[config.mk]
export PLATFORM = sky130hd
export DESIGN_NAME = spi_status_irq
export DESIGN_NICKNAME = d
export VERILOG_FILES = /design/src/logic/spi_stat_pkg.sv /design/src/logic/spi_axil_port.sv /design/src/logic/spi_busy_track.sv /design/src/logic/spi_status_irq.sv
export SDC_FILE = /design/constraint.sdc
export NUM_CORES = 1
export LEC_CHECK = 0
export BUFFER_PORTS_ARGS = -buffer_cell sky130_fd_sc_hd__buf_2
export CAP_MARGIN = 20
export CELL_PAD_IN_SITES_DETAIL_PLACEMENT = 1
export CELL_PAD_IN_SITES_GLOBAL_PLACEMENT = 1
export CORE_MARGIN = 5
export CORE_UTILIZATION = 40
export CTS_BUF_LIST = sky130_fd_sc_hd__clkbuf_8
export DETAILED_ROUTE_END_ITERATION = 8
export GPL_ROUTABILITY_DRIVEN = 0
export HOLD_SLACK_MARGIN = 0.02
export MAX_ROUTING_LAYER = met4
export PLACE_DENSITY_LB_ADDON = 0.2
export SYNTH_ARGS = -nofsm -noshare
export SYNTH_HDL_FRONTEND = slang
export SYNTH_SLANG_ARGS = --single-unit
[constraint.sdc]
create_clock -name CLK -period 2.7 [get_ports CLK]
set_input_delay 0.81 -clock CLK [delete_from_list [all_inputs] [get_ports CLK]]
set_output_delay 0.81 -clock CLK [all_outputs]
set_load 0.01 [all_outputs]
[src/logic/spi_stat_pkg.sv]
// constants shared by the spi status and interrupt logic
// assumes a 32-bit axi4-lite register bus and one 125 mhz clock
package spi_stat_pkg;

  // ****************************************
  // register byte addresses
  // ****************************************
  localparam logic [23:0] RXDATA_ADDR   = 24'h30_1700;
  localparam logic [23:0] TXDATA_ADDR   = 24'h30_1704;
  localparam logic [23:0] STATUS_ADDR   = 24'h30_1714;
  localparam logic [23:0] IRQCTL_ADDR   = 24'h30_1718;
  localparam logic [23:0] EVSTAT_ADDR   = 24'h30_1720;
  localparam logic [23:0] EVMASK_ADDR   = 24'h30_1724;
  localparam logic [23:0] MODE_ADDR     = 24'h30_1728;

  // ****************************************
  // status field positions
  // ****************************************
  localparam int BUSY_BIT     = 6;
  localparam int TXEMPTY_BIT  = 4;
  localparam int OVERRUN_BIT  = 3;
  localparam int RXFULL_BIT   = 2;

  // ****************************************
  // interrupt control field positions
  // ****************************************
  localparam int TXE_IE_BIT   = 4;
  localparam int OVR_IE_BIT   = 3;
  localparam int RXF_IE_BIT   = 2;
  localparam int MANUAL_BIT   = 1;
  localparam int IRQ_OE_BIT   = 0;
  localparam logic [4:0] IRQCTL_WMASK = 5'h1F;

  // ****************************************
  // reset values
  // ****************************************
  localparam logic [4:0] IRQCTL_RESET = 5'h00;
  localparam logic       TXEMPTY_RESET = 1'b1;

  // event register layout: one bit per source event
  localparam int EV_TXE = 0;
  localparam int EV_OVR = 1;
  localparam int EV_RXF = 2;
  localparam int EV_N   = 3;

  // axi responses
  localparam logic [1:0] RESP_OKAY   = 2'h0;
  localparam logic [1:0] RESP_SLVERR = 2'h2;

endpackage

[src/logic/spi_axil_port.sv]
// axi4-lite slave front end: one write and one read at a time
// assumes the master holds payloads until taken; no stalls from the core
`timescale 1ns/1ps
`default_nettype none
module spi_axil_port (
  input  wire logic        clk,      // system clock
  input  wire logic        srst,     // sync reset, active high
  input  wire logic [23:0] awaddr,   // write address
  input  wire logic        awvalid,  // write address valid
  output logic             awready,  // write address ready
  input  wire logic [31:0] wdata,    // write data
  input  wire logic        wvalid,   // write data valid
  output logic             wready,   // write data ready
  output logic [1:0]       bresp,    // write response
  output logic             bvalid,   // write response valid
  input  wire logic        bready,   // write response ready
  input  wire logic [23:0] araddr,   // read address
  input  wire logic        arvalid,  // read address valid
  output logic             arready,  // read address ready
  output logic [31:0]      rdata,    // read data
  output logic [1:0]       rresp,    // read response
  output logic             rvalid,   // read response valid
  input  wire logic        rready,   // read response ready
  output logic             wr_go,    // one-cycle write strobe
  output logic [23:0]      wr_addr,  // write address to core
  output logic [31:0]      wr_data,  // write data to core
  input  wire logic        wr_err,   // core reports unmapped write
  output logic             rd_go,    // one-cycle read strobe
  output logic [23:0]      rd_addr,  // read address to core
  input  wire logic [31:0] rd_val,   // read value from core
  input  wire logic        rd_err    // core reports unmapped read
);

  logic        aw_have_q, w_have_q;
  logic [23:0] awaddr_q, araddr_q;
  logic [31:0] wdata_q;
  logic        bvalid_q, rvalid_q, rd_pend_q;
  logic [1:0]  bresp_q, rresp_q;
  logic [31:0] rdata_q;

  // ****************************************
  // handshakes
  // ****************************************
  // address and data are latched separately so either may come first
  assign awready = !aw_have_q && !bvalid_q;
  assign wready  = !w_have_q && !bvalid_q;
  assign arready = !rd_pend_q && !rvalid_q;
  assign wr_go   = aw_have_q && w_have_q && !bvalid_q;
  assign wr_addr = awaddr_q;
  assign wr_data = wdata_q;
  assign rd_go   = rd_pend_q;
  assign rd_addr = araddr_q;
  assign bvalid  = bvalid_q;
  assign bresp   = bresp_q;
  assign rvalid  = rvalid_q;
  assign rresp   = rresp_q;
  assign rdata   = rdata_q;

  // write channel
  always_ff @(posedge clk) begin
    if (srst) begin
      aw_have_q <= 1'b0;
      w_have_q  <= 1'b0;
      bvalid_q  <= 1'b0;
      bresp_q   <= spi_stat_pkg::RESP_OKAY;
      awaddr_q  <= 24'h00_0000;
      wdata_q   <= 32'h0000_0000;
    end else begin
      if (awvalid && awready) begin
        aw_have_q <= 1'b1;
        awaddr_q  <= awaddr;
      end
      if (wvalid && wready) begin
        w_have_q <= 1'b1;
        wdata_q  <= wdata;
      end
      if (wr_go) begin
        aw_have_q <= 1'b0;
        w_have_q  <= 1'b0;
        bvalid_q  <= 1'b1;
        bresp_q   <= wr_err ? spi_stat_pkg::RESP_SLVERR
                            : spi_stat_pkg::RESP_OKAY;
      end else if (bvalid_q && bready) begin
        bvalid_q <= 1'b0;
      end
    end
  end

  // read channel: value is sampled in the cycle after the address
  always_ff @(posedge clk) begin
    if (srst) begin
      rd_pend_q <= 1'b0;
      rvalid_q  <= 1'b0;
      rresp_q   <= spi_stat_pkg::RESP_OKAY;
      rdata_q   <= 32'h0000_0000;
      araddr_q  <= 24'h00_0000;
    end else begin
      if (arvalid && arready) begin
        rd_pend_q <= 1'b1;
        araddr_q  <= araddr;
      end
      if (rd_pend_q) begin
        rd_pend_q <= 1'b0;
        rvalid_q  <= 1'b1;
        rdata_q   <= rd_val;
        rresp_q   <= rd_err ? spi_stat_pkg::RESP_SLVERR
                            : spi_stat_pkg::RESP_OKAY;
      end else if (rvalid_q && rready) begin
        rvalid_q <= 1'b0;
      end
    end
  end

endmodule
`default_nettype wire

[src/logic/spi_busy_track.sv]
// busy tracker for one spi transfer including wait cycles
// assumes start and done pulses come from the shift and wait logic
`timescale 1ns/1ps
`default_nettype none
module spi_busy_track (
  input  wire logic clk,       // system clock
  input  wire logic srst,      // sync reset, active high
  input  wire logic master,    // master mode select
  input  wire logic xfer_go,   // transfer begins, one cycle
  input  wire logic xfer_end,  // transfer and wait ended, one cycle
  output logic      busy       // busy flag
);

  logic busy_q, busy_d;

  // start wins over end so a back to back transfer stays busy
  assign busy_d = xfer_go ? 1'b1 : (xfer_end ? 1'b0 : busy_q);

  always_ff @(posedge clk) begin
    if (srst) begin
      busy_q <= 1'b0;
    end else begin
      busy_q <= busy_d;
    end
  end

  // slave mode hides the flag entirely
  assign busy = busy_q && master;

endmodule
`default_nettype wire

[src/logic/spi_status_irq.sv]
// status flags and interrupt request logic of the spi controller
// assumes datapath strobes are on CLK; bus is axi4-lite, 32-bit words
// Notes on behaviour
// - master busy rises at transfer start, holds through waits, falls at end
// - slave mode forces busy to zero always
// - tx write clears tx-empty; load to shift register sets it
// - after reset tx-empty is one; busy, overrun, rx-full are zero
// - rx load while rx-full still set raises overrun
// - reading rx data register clears overrun
// - rx load sets rx-full; reading rx data clears it
// - tx-empty enable gates request on tx load into shift register
// - overrun enable gates request on overrun event
// - rx-full enable gates request on rx load
// - manual bit with output enable raises request and pending flag
// - manual bit cleared withdraws request; pending flag stays latched
// - output enable zero blocks every request including manual
// - all sources share one pending flag set on enabled event
// - master uses internal shift clock; slave uses external clock
//
// Register access over AXI4-Lite is this design's own decision.
`timescale 1ns/1ps
`default_nettype none
module spi_status_irq (
  input  wire logic        CLK,        // spi module clock, 125 mhz
  input  wire logic        SRST,       // sync reset, active high
  input  wire logic [23:0] AWADDR,     // axi write address
  input  wire logic        AWVALID,    // axi write address valid
  output logic             AWREADY,    // axi write address ready
  input  wire logic [31:0] WDATA,      // axi write data
  input  wire logic [3:0]  WSTRB,      // axi byte strobes
  input  wire logic        WVALID,     // axi write data valid
  output logic             WREADY,     // axi write data ready
  output logic [1:0]       BRESP,      // axi write response
  output logic             BVALID,     // axi write response valid
  input  wire logic        BREADY,     // axi write response ready
  input  wire logic [23:0] ARADDR,     // axi read address
  input  wire logic        ARVALID,    // axi read address valid
  output logic             ARREADY,    // axi read address ready
  output logic [31:0]      RDATA,      // axi read data
  output logic [1:0]       RRESP,      // axi read response
  output logic             RVALID,     // axi read response valid
  input  wire logic        RREADY,     // axi read response ready
  input  wire logic        TX_LOAD,    // tx word moved to shifter, pulse
  input  wire logic        RX_LOAD,    // rx word moved to data reg, pulse
  input  wire logic        XFER_END,   // transfer and waits over, pulse
  input  wire logic [31:0] RX_WORD,    // received word from datapath
  output logic [31:0]      TX_WORD,    // word for the shifter
  output logic             MASTER,     // master mode select
  output logic             SHIFT_INT,  // shifter uses internal clock
  output logic             IRQ_REQ,    // request to interrupt controller
  output logic             IRQ         // level interrupt from event bits
);

  // ****************************************
  // bus front end
  // ****************************************
  logic        wr_go, rd_go, wr_err, rd_err;
  logic [23:0] wr_addr, rd_addr;
  logic [31:0] wr_data, rd_val;

  spi_axil_port u_port (
    .clk     (CLK),
    .srst    (SRST),
    .awaddr  (AWADDR),
    .awvalid (AWVALID),
    .awready (AWREADY),
    .wdata   (WDATA),
    .wvalid  (WVALID),
    .wready  (WREADY),
    .bresp   (BRESP),
    .bvalid  (BVALID),
    .bready  (BREADY),
    .araddr  (ARADDR),
    .arvalid (ARVALID),
    .arready (ARREADY),
    .rdata   (RDATA),
    .rresp   (RRESP),
    .rvalid  (RVALID),
    .rready  (RREADY),
    .wr_go   (wr_go),
    .wr_addr (wr_addr),
    .wr_data (wr_data),
    .wr_err  (wr_err),
    .rd_go   (rd_go),
    .rd_addr (rd_addr),
    .rd_val  (rd_val),
    .rd_err  (rd_err)
  );

  // ****************************************
  // address decode
  // ****************************************
  // strobes kept from the data handshake; the master may drop them after
  logic full_word_q;
  wire w_tx   = wr_go && (wr_addr == spi_stat_pkg::TXDATA_ADDR);
  wire w_ictl = wr_go && (wr_addr == spi_stat_pkg::IRQCTL_ADDR);
  wire w_evs  = wr_go && (wr_addr == spi_stat_pkg::EVSTAT_ADDR);
  wire w_evm  = wr_go && (wr_addr == spi_stat_pkg::EVMASK_ADDR);
  wire w_mode = wr_go && (wr_addr == spi_stat_pkg::MODE_ADDR);
  assign wr_err = !(w_tx || w_ictl || w_evs || w_evm || w_mode);

  wire r_rx   = rd_addr == spi_stat_pkg::RXDATA_ADDR;
  wire r_stat = rd_addr == spi_stat_pkg::STATUS_ADDR;
  wire r_ictl = rd_addr == spi_stat_pkg::IRQCTL_ADDR;
  wire r_evs  = rd_addr == spi_stat_pkg::EVSTAT_ADDR;
  wire r_evm  = rd_addr == spi_stat_pkg::EVMASK_ADDR;
  wire r_mode = rd_addr == spi_stat_pkg::MODE_ADDR;
  assign rd_err = !(r_rx || r_stat || r_ictl || r_evs || r_evm || r_mode);
  // the read side effect happens once, on the read strobe
  wire rx_read = rd_go && r_rx;

  // ****************************************
  // registers
  // ****************************************
  logic [4:0]                  ictl_q;
  logic [spi_stat_pkg::EV_N-1:0] evst_q, evmk_q, ev_now;
  logic                        mode_q, txe_q, ovr_q, rxf_q, req_q;
  logic [31:0]                 tx_q, rx_q;
  logic                        busy;

  // control register and mode bit; reserved control bits are dropped
  always_ff @(posedge CLK) begin
    if (SRST) begin
      ictl_q <= spi_stat_pkg::IRQCTL_RESET;
      mode_q <= 1'b0;
      evmk_q <= '0;
      full_word_q <= 1'b0;
    end else begin
      full_word_q <= (WVALID && WREADY) ? (WSTRB == 4'hF) : full_word_q;
      if (w_ictl && full_word_q) begin
        ictl_q <= wr_data[4:0] & spi_stat_pkg::IRQCTL_WMASK;
      end
      if (w_mode && full_word_q) begin
        mode_q <= wr_data[0];
      end
      if (w_evm && full_word_q) begin
        evmk_q <= wr_data[spi_stat_pkg::EV_N-1:0];
      end
    end
  end

  // transmit holding register and its empty flag
  always_ff @(posedge CLK) begin
    if (SRST) begin
      txe_q <= spi_stat_pkg::TXEMPTY_RESET;
      tx_q  <= 32'h0000_0000;
    end else begin
      if (w_tx && full_word_q) begin
        tx_q  <= wr_data;
        txe_q <= 1'b0;
      end else if (TX_LOAD) begin
        txe_q <= 1'b1;
      end
    end
  end

  // receive register, full and overrun flags; a load wins over a read for rx-full, a read still clears overrun
  always_ff @(posedge CLK) begin
    if (SRST) begin
      rxf_q <= 1'b0;
      ovr_q <= 1'b0;
      rx_q  <= 32'h0000_0000;
    end else begin
      if (RX_LOAD) begin
        rx_q  <= RX_WORD;
        rxf_q <= 1'b1;
        if (rxf_q && !rx_read) begin
          ovr_q <= 1'b1;
        end else if (rx_read) begin
          ovr_q <= 1'b0;
        end
      end else if (rx_read) begin
        rxf_q <= 1'b0;
        ovr_q <= 1'b0;
      end
    end
  end

  // busy tracking: a transfer begins when a word enters the shifter
  spi_busy_track u_busy (
    .clk      (CLK),
    .srst     (SRST),
    .master   (mode_q),
    .xfer_go  (TX_LOAD),
    .xfer_end (XFER_END),
    .busy     (busy)
  );

  // ****************************************
  // interrupt request to the controller
  // ****************************************
  // events of this cycle; overrun is a load onto unread data
  assign ev_now[spi_stat_pkg::EV_TXE] = TX_LOAD;
  assign ev_now[spi_stat_pkg::EV_OVR] = RX_LOAD && rxf_q && !rx_read;
  assign ev_now[spi_stat_pkg::EV_RXF] = RX_LOAD;

  wire en_txe = ictl_q[spi_stat_pkg::TXE_IE_BIT] && TX_LOAD;
  wire en_ovr = ictl_q[spi_stat_pkg::OVR_IE_BIT]
                && ev_now[spi_stat_pkg::EV_OVR];
  wire en_rxf = ictl_q[spi_stat_pkg::RXF_IE_BIT] && RX_LOAD;
  wire manual = ictl_q[spi_stat_pkg::MANUAL_BIT];
  // the controller latches the pending flag, so dropping manual
  // only withdraws the level, never clears what was latched
  wire req_d  = ictl_q[spi_stat_pkg::IRQ_OE_BIT]
                && (en_txe || en_ovr || en_rxf || manual);

  // registered so the controller sees a clean synchronous request
  always_ff @(posedge CLK) begin
    if (SRST) begin
      req_q <= 1'b0;
    end else begin
      req_q <= req_d;
    end
  end
  assign IRQ_REQ = req_q;

  // ****************************************
  // sticky event bits, write one to clear
  // ****************************************
  genvar gi;
  generate
    for (gi = 0; gi < spi_stat_pkg::EV_N; gi++) begin : g_ev
      // a new event in the clearing cycle keeps the bit set
      always_ff @(posedge CLK) begin
        if (SRST) begin
          evst_q[gi] <= 1'b0;
        end else if (ev_now[gi]) begin
          evst_q[gi] <= 1'b1;
        end else if (w_evs && full_word_q && wr_data[gi]) begin
          evst_q[gi] <= 1'b0;
        end
      end
    end
  endgenerate
  assign IRQ = |(evst_q & evmk_q);

  // ****************************************
  // outputs and read mux
  // ****************************************
  assign TX_WORD   = tx_q;
  assign MASTER    = mode_q;
  assign SHIFT_INT = mode_q;

  wire [31:0] stat_word = {25'h000_0000, busy, 1'b0, txe_q, ovr_q,
                           rxf_q, 2'h0};
  assign rd_val = r_rx   ? rx_q :
                  r_stat ? stat_word :
                  r_ictl ? {27'h000_0000, ictl_q} :
                  r_evs  ? {29'h0000_0000, evst_q} :
                  r_evm  ? {29'h0000_0000, evmk_q} :
                  r_mode ? {31'h0000_0000, mode_q} :
                  32'h0000_0000;

endmodule
`default_nettype wire

After elaboration in Yosys (flattened, before gate mapping)
Index checks and enable logic that the tools add are counted.
- register bits: 203
- input port bits: 126
- output and inout bits: 77
- logic and storage cells: 127
- eq/ne operators: 12
- mux-type cells: 28
- bitwise logic cells: 1
- reductions and logical operators: 61
- operator list (cell ; number):
    24-bit by 22-bit equality test with 1-bit output, second input constant ; 11
    1-bit logical AND ; 32
    32-bit 2-to-1 mux ; 1
    1-bit 2-to-1 mux ; 21
    2-bit nonzero test ; 8
    1-bit logical OR ; 12
    7-bit 2-to-1 mux ; 1
    1-bit zero test ; 6
    3-bit 2-to-1 mux ; 2
    5-bit 2-to-1 mux ; 1
    4-bit equality test, second input constant ; 1
    2-bit 2-to-1 mux ; 2
    2-bit OR reduction ; 2
    3-bit bitwise AND ; 1
    3-bit OR reduction ; 1

Longest topological paths before layout
- depth in word-level cells: 9
- mapped depth: 8
- mapped depth without buffers: 5

Modules after synthesis
Synthesis repeated with hierarchy kept, for this count alone.
- cell total of the unflattened synthesis: 914
- area total of the unflattened synthesis: 8334.2 um^2
- by module, submodules not included (module ; instances ; cells each ; area an instance (um^2) ; sequential area each (um^2)):
    spi_axil_port ; 1 ; 461 ; 4269.1 ; 2382.3
    spi_status_irq ; 1 ; 448 ; 4020.1 ; 1621.6
    spi_busy_track ; 1 ; 5 ; 45.0 ; 20.0

Worst setup path after synthesis
Ideal clock, no wire load.
- path type: input-to-reg
- from: input RX_LOAD
- to: register rx_q[2]
- library setup time: 128 ps
- arrival time: 1828 ps
- required time: 2572 ps
- path slack: 745 ps
- cell stages on the path: 4
- path buffers: 2
- path through: clkbuf_1 > clkbuf_1 > mux2i_1 > nor2_1
- RTL lines (what ; RTL line ; text):
    start, declared ; spi_status_irq.sv:44 ; input wire logic RX_LOAD,
    end signal, assigned ; spi_status_irq.sv:162 ; rx_q <= 32'h0000_0000;
    end signal, assigned ; spi_status_irq.sv:165 ; rx_q <= RX_WORD;
    end, declared ; spi_status_irq.sv:118 ; logic [31:0] tx_q, rx_q;

Worst setup path in the final report
- from: register evmk_q[2] (netlist bit)
- to: output IRQ
- word-level cells in the longest chain between the ends: 2
- RTL lines (what ; RTL line ; text):
    start, declared ; spi_status_irq.sv:116 ; logic [spi_stat_pkg::EV_N-1:0] evst_q, evmk_q, ev_now;
    start signal, assigned ; spi_status_irq.sv:137 ; evmk_q <= wr_data[spi_stat_pkg::EV_N-1:0];
    3-bit bitwise AND ; spi_status_irq.sv:235 ; assign IRQ = |(evst_q & evmk_q);
    3-bit OR reduction ; spi_status_irq.sv:235 ;
    end, declared ; spi_status_irq.sv:51 ; output logic IRQ
Every way passes these cells.

==> metrics.md <==
| Metric | Value |
|---|---|
| Final Setup Violations | 0 |
| Clock sink count | 201 |
| Hold-fix buffers at CTS | 0 |
| Status | complete, no violations |
| Top_reg_cell synth | dfxtp_1 |
| Nets@finish | 1221 |
| Initial antenna violation count | 2 |
| Max Slew Vio Count | 0 |
| Gate power share | 8.3% |
| Hold path cells | 2 |
| Syn Std Cell Area | 7722 sq um |
| Commonest non-fill, non-tap cell in the layout | nand2_1 |
| CTS tree | done |
| Setup repair after global routing missed its margin | no |
| Async SR Flop Fraction | 0% |
| Buf/Inv on CP | 2 |
| Sw Share | 24.68% |
| Area Overhead vs Synth | 24.17% |
| Number of global-route vias before repair | 6974 |
| Largest net degree at the start of global routing | 73 |
| Height of the die | 148.9 um |
| Total global routing overflow | 0 |
| Setup TNS | 0 ps |
| Final Skew | 16.06 ps |
| Sequential group share of total power | 49.9% |
| Final period util | 80.87% |
| GR Util All Layers | 19.12% |
| Non-Filler Instances | 1378 |
| Skew-Pair Late Insertion Delay | 500 ps |
| Initial Util | 41.01% |
| Clock buffer depth | 3 |
| DR pass1 iterations | 4 |
| Site row count | 50 |
| IO Port Bufs | 200 |
| CP Max Fanout | 3 |
| Most frequent cells in the layout | nand2_1, dfxtp_1, buf_2, a21oi_1, nor2_1 |
| Fmax | 0.4580 GHz |
| Max_slew headroom | 57.37% |
| H-tree depth | 2 |
| Via/cell ratio | 4.901 |
| Post-layout util | 50.92% |
| Synthesized flop and latch total | 201 |
| CP cell instances | a222oi_1 -> inv_1 -> buf_2 |
| Crit-path slowest cell | dfxtp_1 |
| Post-synth EDFFs | 0 |
| Critical path depth in cells | 3 |
| Filler cells | 2296 |
| Layout cells sized above 1 | 24.82% |
| Ys Warns | 0 |
| Yosys cell types | 52 |
| Area of the core | 18830 sq um |
| Max VDD drop | 0.3190 mV |
| Post-CTS setup buffer count | 0 |
| Worst setup SP type | register |
| Hold Vio Cnt, Final | 0 |
| Die W | 148.9 um |
| DR vias | 6754 |
| Antenna-violating nets left | 0 |
| CP delay by family, top | flip-flops |
| Post-CTS sizing | 0 |
| Data required, critical path | 1890 ps |
| Post-synthesis sequential area ratio | 52.11% |
| Post-Place Cells | 1317 |
| Leak pwr | 4.065 nW |
| Die ar. | 22180 sq um |
| Synthesized instance count | 909 |
| Pint | 4.799 mW |
| Clock root buffer | clkbuf_8 |
| Worst min-delay path category | reg -> reg |
| Top Ports | 203 |
| CTS Buf Count | 36 |
| WL/cell | 15.31 um |
| # Max-Cap Violations | 0 |
| Syn avg cell area | 8.495 sq um |
| Critical path capture point type | primary output |
| Slowest Stage Delay on Critical Path | 330 ps |
| Power Dens Cells | 664.4 nW/um^2 |
| DRT Wirelength | 21100 um |
| Reg-to-reg setup timing slack | 650 ps |
| First-pass GRT wire length | 34260 um |
| Clock slew at reported path FFs | 60 ps |
| Worst r2r path cells | 5 |
| # DRC | 0 |
| Worst EP arrival | 1370 ps |
| Final min period | 2183 ps |
| Iter 0 DRT Violations | 197 |
| Clock group share of total power | 41.8% |
| Dpl hpwl | 14300 um |
| Switching pwr | 1.573 mW |
| Slew at the pin with the worst max-slew slack | 639.4 ps |
| CP Class | reg -> out |
[kinds of logic after synthesis]
| logic type | after synthesis | share of synthesized area, % |
|---|---|---|
| xor+xnor | 1 | 0.1134 |
| compound gates | 179 | 12.57 |
| buf+inv | 79 | 4.439 |
| mux | 44 | 5.719 |
| other cells | 1 | 0.04856 |
| flops | 201 | 52.11 |
| simple gates | 404 | 25.00 |
[cell type report]
| type | count | area, sq um | share of cell area (%) |
|---|---|---|---|
| tap | 260 | 325.3 | 3.392 |
| clock inverter | 14 | 53.80 | 0.5611 |
| timing repair buffer | 216 | 1152 | 12.02 |
| sequential | 201 | 4025 | 41.98 |
| antenna | 2 | 5.005 | 0.05219 |
| clock buffer | 45 | 619.3 | 6.459 |
| inverter | 10 | 37.54 | 0.3914 |
| multi-input combinational | 630 | 3371 | 35.15 |
[routing by layer]
metal | routed length, um | global-route usage [%] | up-vias
met3 | 1178 | 4.892 | 27
li1 | - | - | 3424
met1 | 9499 | 23.34 | 3149
met2 | 10140 | 31.61 | 154
met5 | 0 | - | -
met4 | 280 | 5.080 | 0
[tightest hold or removal path: stages (launching register included)]
cell and delay, ps:
dfxtp_1 300, nand2_1 50, a21oi_1 50
[metrics by stage]
step	area (sq um)	power (mW)	setup slack [ps]	hold WS, ps
after global routing	9589	6.701	409.9	463.6
after global placement	8911	3.764	689.2	435.4
final	9589	6.371	516.5	448.4
after floorplan	7726	3.559	744.9	431.6
after CTS	9584	6.482	475.5	454.4
after detailed placement	8911	3.778	593.4	446.2
[path summary, 6_finish.rpt]
check                                        start               to
worst max-delay path                     evmk_q[2]              IRQ
worst min-delay path                   TX_WORD[13]      TX_WORD[13]
worst max register to register  u_port.rd_addr[11]  u_port.rdata[6]
worst min register to register         TX_WORD[13]      TX_WORD[13]
[synthesized netlist by cell type (all sizes together) (7+ instances only)]
library cell  count  area [sq um]
a21oi           147         735.7
nand4             7         73.82
clkbuf           53         198.9
nor4              8         110.1
inv              10         37.54
dfxtp           201          4024
buf              16         106.4
mux2i            43         430.4
o21ai             8         40.04
nand2b           29         181.4
nand2           233         874.6
nand3            30         150.1
nor2             63         236.5
[flip-flops by register name (all words and copies together) (netlist names), 3 cells and up]
register,cells
u_port.wr_data,32
ictl_q,5
u_port.wr_addr,24
u_port.rd_addr,24
evst_q,3
TX_WORD,32
u_port.rdata,32
rx_q,32
evmk_q,3
[power by group through the flow]
stage | clock network, mW | logic (mW) | registers (mW)
4_1_cts | 2.77 | 0.539 | 3.18
6_report | 2.67 | 0.527 | 3.18
3_5_place_dp | 0 | 0.537 | 3.24
2_1_floorplan | 0 | 0.345 | 3.21
3_3_place_gp | 0 | 0.529 | 3.24
5_1_grt | 2.91 | 0.594 | 3.19
(Power assumes the default switching activity.)
